File: config.mk
export PLATFORM = sky130hd
export DESIGN_NAME = sc4_top
export DESIGN_NICKNAME = d
export VERILOG_FILES = /design/src/logic/sc4_pkg.sv /design/src/logic/sc4_soft_if.sv /design/src/logic/sc4_ctl_merge.sv /design/src/logic/sc4_apb.sv /design/src/logic/sc4_top.sv
export SDC_FILE = /design/constraint.sdc
export NUM_CORES = 1
export LEC_CHECK = 0
export ABC_AREA = 1
export BUFFER_PORTS_ARGS = -buffer_cell sky130_fd_sc_hd__buf_2
export CORE_MARGIN = 5
export CORE_UTILIZATION = 30
export CTS_CLUSTER_DIAMETER = 50
export DETAILED_ROUTE_END_ITERATION = 8
export PLACE_DENSITY = 0.72
export SYNTH_ARGS = -nofsm -noshare
export SYNTH_HDL_FRONTEND = slang
export SYNTH_HIERARCHICAL = 1
export SYNTH_SLANG_ARGS = --single-unit
File: constraint.sdc
create_clock -name MCLK -period 1.1 [get_ports MCLK]
set_clock_uncertainty 0.05 [all_clocks]
set_input_delay 0.055 -clock MCLK [delete_from_list [all_inputs] [get_ports MCLK]]
set_output_delay 0.055 -clock MCLK [all_outputs]
set_load 0.03 [all_outputs]
File: src/logic/sc4_pkg.sv
package sc4_pkg;

   // Counter width and count values
   localparam int         CNT_W     = 4;
   localparam logic [3:0] CNT_ZERO  = 4'h0;   // Cleared count
   localparam logic [3:0] CNT_ONE   = 4'h1;   // Increment step
   localparam logic [3:0] CNT_MAX   = 4'hf;   // Terminal count
   localparam logic [3:0] CNT_RESET = 4'h0;   // Count after RESETN

   // Register bus geometry
   localparam int          APB_AW    = 12;
   localparam int          APB_DW    = 32;
   localparam logic [11:0] ADDR_CTRL = 12'h000;   // Software control
   localparam logic [11:0] ADDR_STAT = 12'h004;   // Counter status

   // Control register fields
   localparam int CTRL_CLR_POS = 0;   // Write 1: clear strobe
   localparam int CTRL_LD_POS  = 1;   // Write 1: load strobe
   localparam int CTRL_PRE_LSB = 4;   // Software preset value

   // Status register fields
   localparam int STAT_CNT_LSB = 0;   // Present count
   localparam int STAT_RCO_POS = 4;   // Ripple carry level
   localparam int STAT_ENT_POS = 5;   // Trickle enable level
   localparam int STAT_ENP_POS = 6;   // Parallel enable level

   // Operation chosen at an edge
   typedef enum logic [1:0] {
      MODE_HOLD,
      MODE_CLEAR,
      MODE_LOAD,
      MODE_COUNT
   } sc4_mode_t;

endpackage : sc4_pkg

File: src/logic/sc4_soft_if.sv
`timescale 1ns/1ns
interface sc4_soft_if;
   logic                        soft_clear;    // One-cycle clear strobe
   logic                        soft_load;     // One-cycle load strobe
   logic [sc4_pkg::CNT_W-1:0]   soft_preset;   // Software preset value
   logic [sc4_pkg::CNT_W-1:0]   count;         // Present count
   logic                        carry;         // Ripple carry level
   logic                        count_enable_trickle;           // Trickle enable level
   logic                        count_enable_parallel;           // Parallel enable level

   // Bus side drives strobes, reads state
   modport bus (output soft_clear, output soft_load, output soft_preset,
                input count, input carry, input count_enable_trickle, input count_enable_parallel);
   // Counter side reads strobes, drives state
   modport core (input soft_clear, input soft_load, input soft_preset,
                 output count, output carry, output count_enable_trickle, output count_enable_parallel);
endinterface : sc4_soft_if

File: src/logic/sc4_ctl_merge.sv
`timescale 1ns/1ns
module sc4_ctl_merge (
   input  wire logic                      zero_n,        // Clear pin, active low
   input  wire logic                      load_n,        // Load pin, active low
   input  wire logic [sc4_pkg::CNT_W-1:0] pin_preset,    // Preset pins
   input  wire logic                      soft_clear,    // Software clear strobe
   input  wire logic                      soft_load,     // Software load strobe
   input  wire logic [sc4_pkg::CNT_W-1:0] soft_preset,   // Software preset
   output logic                           zero_req,      // Clear wanted
   output logic                           load_req,      // Load wanted
   output logic [sc4_pkg::CNT_W-1:0]      load_val       // Value to load
);

   // Pin and software requests combine; the pin preset wins a load tie
   always_comb begin
      zero_req = !zero_n || soft_clear;
      load_req = !load_n || soft_load;
      if (!load_n) begin
         load_val = pin_preset;
      end else begin
         load_val = soft_preset;
      end
   end

endmodule : sc4_ctl_merge

File: src/logic/sc4_apb.sv
`timescale 1ns/1ns
module sc4_apb (
   input  wire logic                        clk,       // Bus clock
   input  wire logic                        rst_n,     // Sync reset, active low
   input  wire logic                        psel,      // Slave select
   input  wire logic                        penable,   // Access phase
   input  wire logic                        pwrite,    // Write direction
   input  wire logic [sc4_pkg::APB_AW-1:0]  paddr,     // Byte address
   input  wire logic [sc4_pkg::APB_DW-1:0]  pwdata,    // Write data
   output logic      [sc4_pkg::APB_DW-1:0]  prdata,    // Read data
   output logic                             pready,    // Transfer done
   output logic                             pslverr,   // Unmapped address
   sc4_soft_if.bus                          sif        // Counter controls
);

   logic                        pready_q, pready_d;       // Answer flag
   logic                        pslverr_q, pslverr_d;     // Error flag
   logic [sc4_pkg::APB_DW-1:0]  prdata_q, prdata_d;       // Read data
   logic [sc4_pkg::CNT_W-1:0]   preset_q, preset_d;       // Software preset
   logic                        clr_q, clr_d;             // Clear strobe
   logic                        ld_q, ld_d;               // Load strobe
   logic                        access;                   // Access phase seen
   logic                        mapped;                   // Address decodes

   // Decode and next values; one wait state, answer on second access cycle
   always_comb begin
      access    = psel && penable;
      mapped    = (paddr == sc4_pkg::ADDR_CTRL) || (paddr == sc4_pkg::ADDR_STAT);
      pready_d  = 1'b0;
      pslverr_d = 1'b0;
      prdata_d  = '0;
      preset_d  = preset_q;
      clr_d     = 1'b0;
      ld_d      = 1'b0;
      if (access && !pready_q) begin
         // First access cycle: prepare answer
         pready_d  = 1'b1;
         pslverr_d = !mapped;
         if (!pwrite && paddr == sc4_pkg::ADDR_CTRL) begin
            prdata_d[sc4_pkg::CTRL_PRE_LSB +: sc4_pkg::CNT_W] = preset_q;
         end else if (!pwrite && paddr == sc4_pkg::ADDR_STAT) begin
            prdata_d[sc4_pkg::STAT_CNT_LSB +: sc4_pkg::CNT_W] = sif.count;
            prdata_d[sc4_pkg::STAT_RCO_POS]                 = sif.carry;
            prdata_d[sc4_pkg::STAT_ENT_POS]                 = sif.count_enable_trickle;
            prdata_d[sc4_pkg::STAT_ENP_POS]                 = sif.count_enable_parallel;
         end
      end
      if (access && pready_q && pwrite && paddr == sc4_pkg::ADDR_CTRL) begin
         // Write completes at the edge that samples pready high
         preset_d = pwdata[sc4_pkg::CTRL_PRE_LSB +: sc4_pkg::CNT_W];
         clr_d    = pwdata[sc4_pkg::CTRL_CLR_POS];
         ld_d     = pwdata[sc4_pkg::CTRL_LD_POS];
      end
   end

   // Register bus state
   always_ff @(posedge clk) begin
      if (!rst_n) begin
         pready_q  <= 1'b0;
         pslverr_q <= 1'b0;
         prdata_q  <= '0;
         preset_q  <= sc4_pkg::CNT_RESET;
         clr_q     <= 1'b0;
         ld_q      <= 1'b0;
      end else begin
         pready_q  <= pready_d;
         pslverr_q <= pslverr_d;
         prdata_q  <= prdata_d;
         preset_q  <= preset_d;
         clr_q     <= clr_d;
         ld_q      <= ld_d;
      end
   end

   assign prdata          = prdata_q;
   assign pready          = pready_q;
   assign pslverr         = pslverr_q;
   assign sif.soft_clear  = clr_q;
   assign sif.soft_load   = ld_q;
   assign sif.soft_preset = preset_q;
endmodule : sc4_apb

File: src/logic/sc4_top.sv
`timescale 1ns/1ns
module sc4_top (
   input  wire logic                        MCLK,                    // System clock
   input  wire logic                        RESETN,                  // Sync reset, active low
   input  wire logic                        PSEL,                    // APB select
   input  wire logic                        PENABLE,                 // APB access phase
   input  wire logic                        PWRITE,                  // APB direction
   input  wire logic [sc4_pkg::APB_AW-1:0]  PADDR,                   // APB address
   input  wire logic [sc4_pkg::APB_DW-1:0]  PWDATA,                  // APB write data
   output logic      [sc4_pkg::APB_DW-1:0]  PRDATA,                  // APB read data
   output logic                             PREADY,                  // APB ready
   output logic                             PSLVERR,                 // APB error
   input  wire logic                        SYNC_ZERO_N,             // Clear, active low
   input  wire logic                        PRESET_LOAD_N,           // Load, active low
   input  wire logic                        COUNT_ENABLE_PARALLEL,   // Parallel enable
   input  wire logic                        COUNT_ENABLE_TRICKLE,    // Trickle enable
   input  wire logic                        PRESET_BIT0,             // Preset LSB
   input  wire logic                        PRESET_BIT1,             // Preset bit 1
   input  wire logic                        PRESET_BIT2,             // Preset bit 2
   input  wire logic                        PRESET_BIT3,             // Preset MSB
   output logic                             COUNT_BIT0,              // Count LSB
   output logic                             COUNT_BIT1,              // Count bit 1
   output logic                             COUNT_BIT2,              // Count bit 2
   output logic                             COUNT_BIT3,              // Count MSB
   output logic                             RIPPLE_CARRY_OUT         // Terminal count carry
);

   sc4_soft_if                  sif ();                    // Bus to counter link
   logic [sc4_pkg::CNT_W-1:0]   count_q, count_d;          // Count register
   logic [sc4_pkg::CNT_W-1:0]   count_inc;                 // Count plus one
   logic [sc4_pkg::CNT_W-1:0]   pin_preset;                // Preset pins as a word
   logic                        zero_req;                  // Clear wanted
   logic                        load_req;                  // Load wanted
   logic [sc4_pkg::CNT_W-1:0]   load_val;                  // Value to load
   logic                        at_max;                    // Count is fifteen
   sc4_pkg::sc4_mode_t          mode;                      // Operation at this edge

   // Register bus slave
   sc4_apb u_apb (
      .clk     (MCLK),
      .rst_n   (RESETN),
      .psel    (PSEL),
      .penable (PENABLE),
      .pwrite  (PWRITE),
      .paddr   (PADDR),
      .pwdata  (PWDATA),
      .prdata  (PRDATA),
      .pready  (PREADY),
      .pslverr (PSLVERR),
      .sif     (sif.bus)
   );

   // Preset pins packed, bit0 least significant
   assign pin_preset = {PRESET_BIT3, PRESET_BIT2, PRESET_BIT1, PRESET_BIT0};

   // Pin and software requests merged
   sc4_ctl_merge u_merge (
      .zero_n      (SYNC_ZERO_N),
      .load_n      (PRESET_LOAD_N),
      .pin_preset  (pin_preset),
      .soft_clear  (sif.soft_clear),
      .soft_load   (sif.soft_load),
      .soft_preset (sif.soft_preset),
      .zero_req    (zero_req),
      .load_req    (load_req),
      .load_val    (load_val)
   );

   // Mode choice and next count, clear first, then load, then count
   always_comb begin
      count_inc = count_q + sc4_pkg::CNT_ONE;
      if (zero_req) begin
         mode = sc4_pkg::MODE_CLEAR;
      end else if (load_req) begin
         mode = sc4_pkg::MODE_LOAD;
      end else if (COUNT_ENABLE_PARALLEL && COUNT_ENABLE_TRICKLE) begin
         mode = sc4_pkg::MODE_COUNT;
      end else begin
         mode = sc4_pkg::MODE_HOLD;
      end
      case (mode)
         sc4_pkg::MODE_CLEAR: begin
            count_d = sc4_pkg::CNT_ZERO;
         end
         sc4_pkg::MODE_LOAD: begin
            count_d = load_val;
         end
         sc4_pkg::MODE_COUNT: begin
            count_d = count_inc;
         end
         sc4_pkg::MODE_HOLD: begin
            count_d = count_q;
         end
         default: begin
            count_d = count_q;
         end
      endcase
   end

   // All four bits in one register on the rising edge
   always_ff @(posedge MCLK) begin
      if (!RESETN) begin
         count_q <= sc4_pkg::CNT_RESET;
      end else begin
         count_q <= count_d;
      end
   end

   // Carry look-ahead, gated by trickle enable alone
   assign at_max           = (count_q == sc4_pkg::CNT_MAX);
   assign RIPPLE_CARRY_OUT = COUNT_ENABLE_TRICKLE && at_max;

   // Count outputs straight from the register
   assign COUNT_BIT0 = count_q[0];
   assign COUNT_BIT1 = count_q[1];
   assign COUNT_BIT2 = count_q[2];
   assign COUNT_BIT3 = count_q[3];

   // State shown to the bus
   assign sif.count = count_q;
   assign sif.carry = RIPPLE_CARRY_OUT;
   assign sif.count_enable_trickle   = COUNT_ENABLE_TRICKLE;
   assign sif.count_enable_parallel   = COUNT_ENABLE_PARALLEL;
endmodule : sc4_top

==> results of run 1 <==
[worst min path at each step]
| stage | slack (ns) | endpoint | startpoint | depth (start not counted) |
|---|---|---|---|---|
| floorplan | 0.10 | count_q[0] | RESETN | 2 |
| global placement | 0.23 | u_apb/sif.soft_preset[2] | PWDATA[6] | 3 |
| detailed placement | 0.24 | u_apb/sif.soft_preset[3] | PWDATA[7] | 3 |
| CTS | 0.0007 | u_apb/sif.soft_clear | PWDATA[0] | 2 |
| global route | -0.004 | u_apb/sif.soft_clear | PWDATA[0] | 2 |
| finish | -0.01 | u_apb/sif.soft_clear | PWDATA[0] | 2 |
[worst max-delay path, delay by kind of cell, from the launching register on]
kind / cells / cell delay (ns)
DFF: 1 / 0.36
adders and majority gates: 1 / 0.15
and+or+nand+nor: 2 / 0.15
buffers and inverters: 1 / 0.14
[per-layer routing]
metal	part of all wire	vias up	track usage
li1	-	600	-
met1	0.35	488	0.0969
met2	0.56	35	0.191
met3	0.092	2	0.0317
met4	0.0029	0	0.0307
met5	0	-	0
[cell type report]
class / instances / area [µm²] / share of cell area
Sequential cell: 20 / 414 / 0.253
Tap cell: 48 / 60.1 / 0.0367
Timing Repair Buffer: 53 / 302 / 0.184
Clock buffer: 4 / 66.3 / 0.0405
Inverter: 26 / 97.6 / 0.0596
Multi-Input combinational cell: 131 / 698 / 0.426
[cell usage in the layout, fill, tap and decap left out, types with 3 or more instances in the layout]
cell type and instances:
inv_2 6, inv_1 20, buf_4 4, dlygate4sd3_1 4, nand2_1 43, conb_1 24
clkbuf_8 3, nor2_2 6, buf_2 44, nand2_2 5, nand3_2 3, nand3_1 8
nor2_4 7, dfxtp_1 15, nor2_1 21, dfxtp_4 3
[cells by family after synthesis]
group / synth area share
buffers and inverters: 0.235
adders and majority gates: 0.0106
AOI/OAI and AO/OA: 0.0159
and+or+nand+nor: 0.396
other: 0.00318
DFF: 0.339
[repair_timing]
action                                  4_1_cts  5_1_grt
hold endpoints to repair                      3        1
pin swaps                                     1        7
endpoints found under the setup margin        8       17
hold buffers                                  3        1
cloned                                        1        0
resized for setup                             8       17
[stage by stage]
step	hold slack (ns)	area, µm²
floorplan	0.102	1300
global placement	0.229	1440
detailed placement	0.235	1440
CTS	0.000653	1570
global route	-0.00385	1640
finish	-0.0123	1640
[cell usage after synthesis (all sizes together)]
library cell,instances,area (µm²)
nand2,50,193
nor2,34,153
inv,26,97.6
buf,24,180
dfxtp,20,400
nand3,11,65.1
a21oi,3,18.8
nand4,2,12.5
nor3,2,21.3
nor3b,2,15.0
conb,1,3.75
ha,1,12.5
nand3b,1,7.51
[power by group]
group	leakage, nW	switching (mW)	internal (mW)
registers	0.165	0.00737	0.726
clock network	0.0339	0.247	0.394
logic	0.637	0.215	0.0896
total	0.836	0.470	1.21
[state kept, by name, summed over array words and instances (netlist names)]
name	count
u_apb/prdata	8
u_apb/sif.soft_load	1
u_apb/pready	1
count_q	4
u_apb/pslverr	1
u_apb/sif.soft_clear	1
u_apb/sif.soft_preset	4
==> impl_results.md, run 1 <==
- Die W: approximately 73 µm
- RSZ-0062 raised after global routing: yes
- First-pass GRT wire length: 4.07 mm
- Die area: 5290 µm²
- Final Setup Violations: 1
- Total wire length: roughly 2.7 mm
- Vias per cell: between 3 and 4
- Post-CTS Setup Bufs: 0
- Antenna Cells: 0
- Via count: ~1,100
- Pre-CTS setup slack: 0.00367 ns
- Router iterations before antenna repair: 4
- DR iter-0 viols: between 40 and 50
- CP max stage delay: about 0.36 ns
- Core box area: 3740 µm²
- Layout Nets: 293
- Slowest-stage cell, CP: dfxtp_4
- Clock root buffer: clkbuf_8
- CP max FO: 2
- Worst setup margin: -0.0530 ns
- Layout cells sized above 1: 0.397
- CTS sink cnt: 20
- Period Utilization, post-route: 1.05
- Core Rows: 22
- RR Endpoint: count_q[1]
- GR Overflow Total: 0
- Req. time, crit path: 1.00 ns
- Setup TNS: -0.0530 ns
- Fill cells: 431
- Worst skew pair latency: 0.26 ns
- FMAX: about 870 MHz
- CP cell instances: ha_4 > nand2_4 > nor2_4 > buf_6
- Hold Vio Cnt, Final: 1
- Die Span Y: about 73 µm
- Pwr Density: 1030 nW/µm²
- Clk pin slew, worst setup/hold paths: around 0.07 ns
- H-tree depth: 1
- Initial antenna violation count: 0
- Sequential share of the synthesized area: 0.339
- Worst ir drop on vdd: 411 µV
- Max-slew violations: 0
- CTS Buf Count: 3
- Min cycle time layout: 1.15 ns
- Pin count of the biggest net entering global routing: 13
- Gpl congestion: 0.774
- Total GRT Usage: 0.0984
- R2R cell count: 9
- IO Pins: 96
- Hold Path Class: input pin to flip-flop
- Final Util: 0.438
- Failing checks: hold timing, setup timing
- Worst Setup EP: RIPPLE_CARRY_OUT
- Lkg Pwr: 0.836 nW
- Non-Filler Instances: 282
- Yosys reg bits: 20
- Area grow syn2layout: 38.8%
- Post-Syn Instances: approximately 180
- Post-DP HPWL: roughly 2.2 mm
- Antenna Violating Nets Remaining: 0
- CP Capture Type: output pin
- FF-to-FF Start: u_apb/sif.soft_load
- WL/cell: 9.68 µm
- Max Cap Violations: 0
- Clock buffer depth: 2
- Type of the worst setup path: flip-flop to output pin
- DRC viols: 0
- Crit path arrival time: 1.05 ns
- Run status: finished with violations
- YS warnings: 6
- CP Launch Type: flip-flop
- Post-Synthesis Cell Area: between 1000 and 1500 µm²
- Vias in the first global route: approximately 1,000
- Placed Cells: approximately 270
- Worst Setup SP: count_q[0]
- CTS tree: built
- Number of port buffers: 45
- Initial Util: 0.315
- Fin Hold WS: -0.0123 ns
- FF-to-FF setup slack: 0.05 ns
- Avg Cell Area, Syn: around 6.7 µm²
- Cell variety after synth: 20
- Overall Power: around 1.7 mW
(Power assumes the default switching activity.)
==> inputs of run 2 (changes only) <==
==> constraint.sdc (replaced) <==
create_clock -name MCLK -period 1 [get_ports MCLK]
set_clock_uncertainty 0.05 [all_clocks]
set_input_delay 0.05 -clock MCLK [delete_from_list [all_inputs] [get_ports MCLK]]
set_output_delay 0.05 -clock MCLK [all_outputs]
set_load 0.03 [all_outputs]
==> impl_results.md, run 2 (synthesized netlist as in run 1, its figures left out) <==
- Run status: finished with violations
- Failing checks: setup timing
- Clock root buffer: clkbuf_8
- CP top delay family: flip-flops
- Req. time, crit path: 0.90 ns (-0.10 ns)
- RSZ-0062 raised after global routing: yes
- Crit path arrival time: 1.04 ns (about the same)
- Min cycle time layout: 1.14 ns
- CTS Buf Count: 3 (unchanged)
- Worst Setup EP: RIPPLE_CARRY_OUT
- Slowest-stage cell, CP: dfxtp_4
- Vias per cell: 4.14 (+3.9%)
- Worst skew pair latency: 0.26 ns (about the same)
- Type of the worst setup path: flip-flop to output pin
- Setup TNS: -0.681 ns (-0.628 ns)
- Max-slew violations: 0 (unchanged)
- Fill cells: 361 (-16%)
- Number of port buffers: 45 (unchanged)
- Via count: 1,206 (+7.2%)
- Commonest non-fill, non-tap cell in the layout: buf_2
- Pin count of the biggest net entering global routing: 12 (-1)
- Total wire length: 2.98 mm (+9.2%)
- Number of cells on the critical path: 4 (unchanged)
- Overall Power: 1.80 mW (+7.5%)
- CP max FO: 2 (unchanged)
- Initial Util: 0.315 (unchanged)
- Lkg Pwr: 0.890 nW (+6.5%)
- Die area: 5290 µm² (unchanged)
- Layout Nets: 302 (+3.1%)
- CTS tree: built
- R2R cell count: 5 (-4)
- CTS sink cnt: 20 (unchanged)
- Clk pin slew, worst setup/hold paths: 0.08 ns (about the same)
- Die W: 72.7 µm (unchanged)
- Layout cells sized above 1: 0.477 (+0.0799)
- RR Endpoint: u_apb/sif.soft_preset[2]
- GR Overflow Total: 0 (unchanged)
- Clock buffer depth: 2 (unchanged)
- Area grow syn2layout: 51.4%
- Final Setup Violations: 16 (+15)
- Commonest cells after routing, fill and taps aside: buf_2 (41), nand2_1 (38), conb_1 (24)
- DR iter-0 viols: 39 (-15%)
- CP max stage delay: 0.36 ns (about the same)
- Gpl congestion: 0.784 (+1.3%)
- Non-Filler Instances: 291 (+3.2%)
- FMAX: 880 MHz
- Worst Setup SP: count_q[1]
- Final Util: 0.477 (+0.0398)
- Pre-CTS setup slack: -0.0874 ns (-0.0911 ns)
- Total GRT Usage: 0.108 (+0.00941)
- Max Cap Violations: 0 (unchanged)
- Period Utilization, post-route: 1.14
- CP Capture Type: output pin
- Placed Cells: 275 (+0.73%)
- Die Span Y: 72.7 µm (unchanged)
- Router iterations before antenna repair: 4 (unchanged)
- Worst ir drop on vdd: 495 µV (+21%)
- Core box area: 3740 µm² (unchanged)
- Antenna Cells: 0 (unchanged)
- CP Launch Type: flip-flop
- Antenna Violating Nets Remaining: 0 (unchanged)
- Vias in the first global route: 1,060 (+7.4%)
- Post-DP HPWL: 2.30 mm (+5.2%)
- H-tree depth: 1 (unchanged)
- Pwr Density: 1010 nW/µm² (-1.5%)
- Number of flip-flops in the largest register: 8 (unchanged)
- IO Pins: 96 (unchanged)
- DRC viols: 0 (unchanged)
- Worst Path Buf+Inv: 1 (unchanged)
- WL/cell: 10.2 µm (+5.8%)
- CP cell instances: ha_4 > nand2_4 > nor2_4 > buf_6
- Initial antenna violation count: 0 (unchanged)
- FF-to-FF Start: u_apb/pready
- Hold Vio Cnt, Final: 0 (-1)
- First-pass GRT wire length: 4.50 mm (+10%)
- Core Rows: 22 (unchanged)
- Hold Path Class: input pin to flip-flop
- FF-to-FF setup slack: -0.09 ns (-0.14 ns)
- Worst setup margin: -0.136 ns (-0.0835 ns)
## run 2: worst min-delay path by stage
stage	startpoint	to	slack, ns	cells after the start
floorplan	RESETN	count_q[0]	0.1	2
global placement	PWDATA[6]	u_apb/sif.soft_preset[2]	0.22	3
detailed placement	PWDATA[7]	u_apb/sif.soft_preset[3]	0.24	3
CTS	PWDATA[4]	u_apb/sif.soft_preset[0]	0.03	3
global route	PWDATA[4]	u_apb/sif.soft_preset[0]	0.03	3
finish	PWDATA[4]	u_apb/sif.soft_preset[0]	0.04	3
## run 2: routing by layer
metal / share of wire / track usage
met5: 0 / 0
met4: 0.011 / 0.0246
met3: 0.082 / 0.0344
met2: 0.55 / 0.200
met1: 0.36 / 0.118
## run 2: power breakdown
group	internal, mW	leakage, nW	switching, mW
logic	0.122	0.696	0.251
clock network	0.351	0.0288	0.277
registers	0.796	0.166	0.00841
## run 2: layout make-up
class	instances	area, µm²	share of cell area
clock buffers	4	55.1	0.0308
inverters	26	100	0.0560
multi-input cells	131	756	0.423
flip-flops and latches	20	418	0.234
well taps	48	60.1	0.0336
repair buffers	62	398	0.223
## run 2: what timing repair did
action / 4_1_cts / 5_1_grt
gates resized for setup: 23 / 25
hold buffers: 5 / 0
endpoints found under the setup margin: 19 / 23
pin swaps: 8 / 15
endpoints found under the hold margin: 5 / 0
setup buffers: 3 / 3
gates cloned: 1 / 0
## run 2: per-stage QoR
| step | area [µm²] | hold WS [ns] |
|---|---|---|
| floorplan | 1310 | 0.0970 |
| global placement | 1460 | 0.220 |
| detailed placement | 1460 | 0.238 |
| CTS | 1690 | 0.0279 |
| global route | 1790 | 0.0307 |
| finish | 1790 | 0.0445 |
## run 2: worst min-delay path: cells and delay by family
kind / cells / cell delay, ns
buffers and inverters: 1 / 0.10
AO/OA/AOI/OAI: 1 / 0.06
AND/OR/NAND/NOR: 1 / 0.10
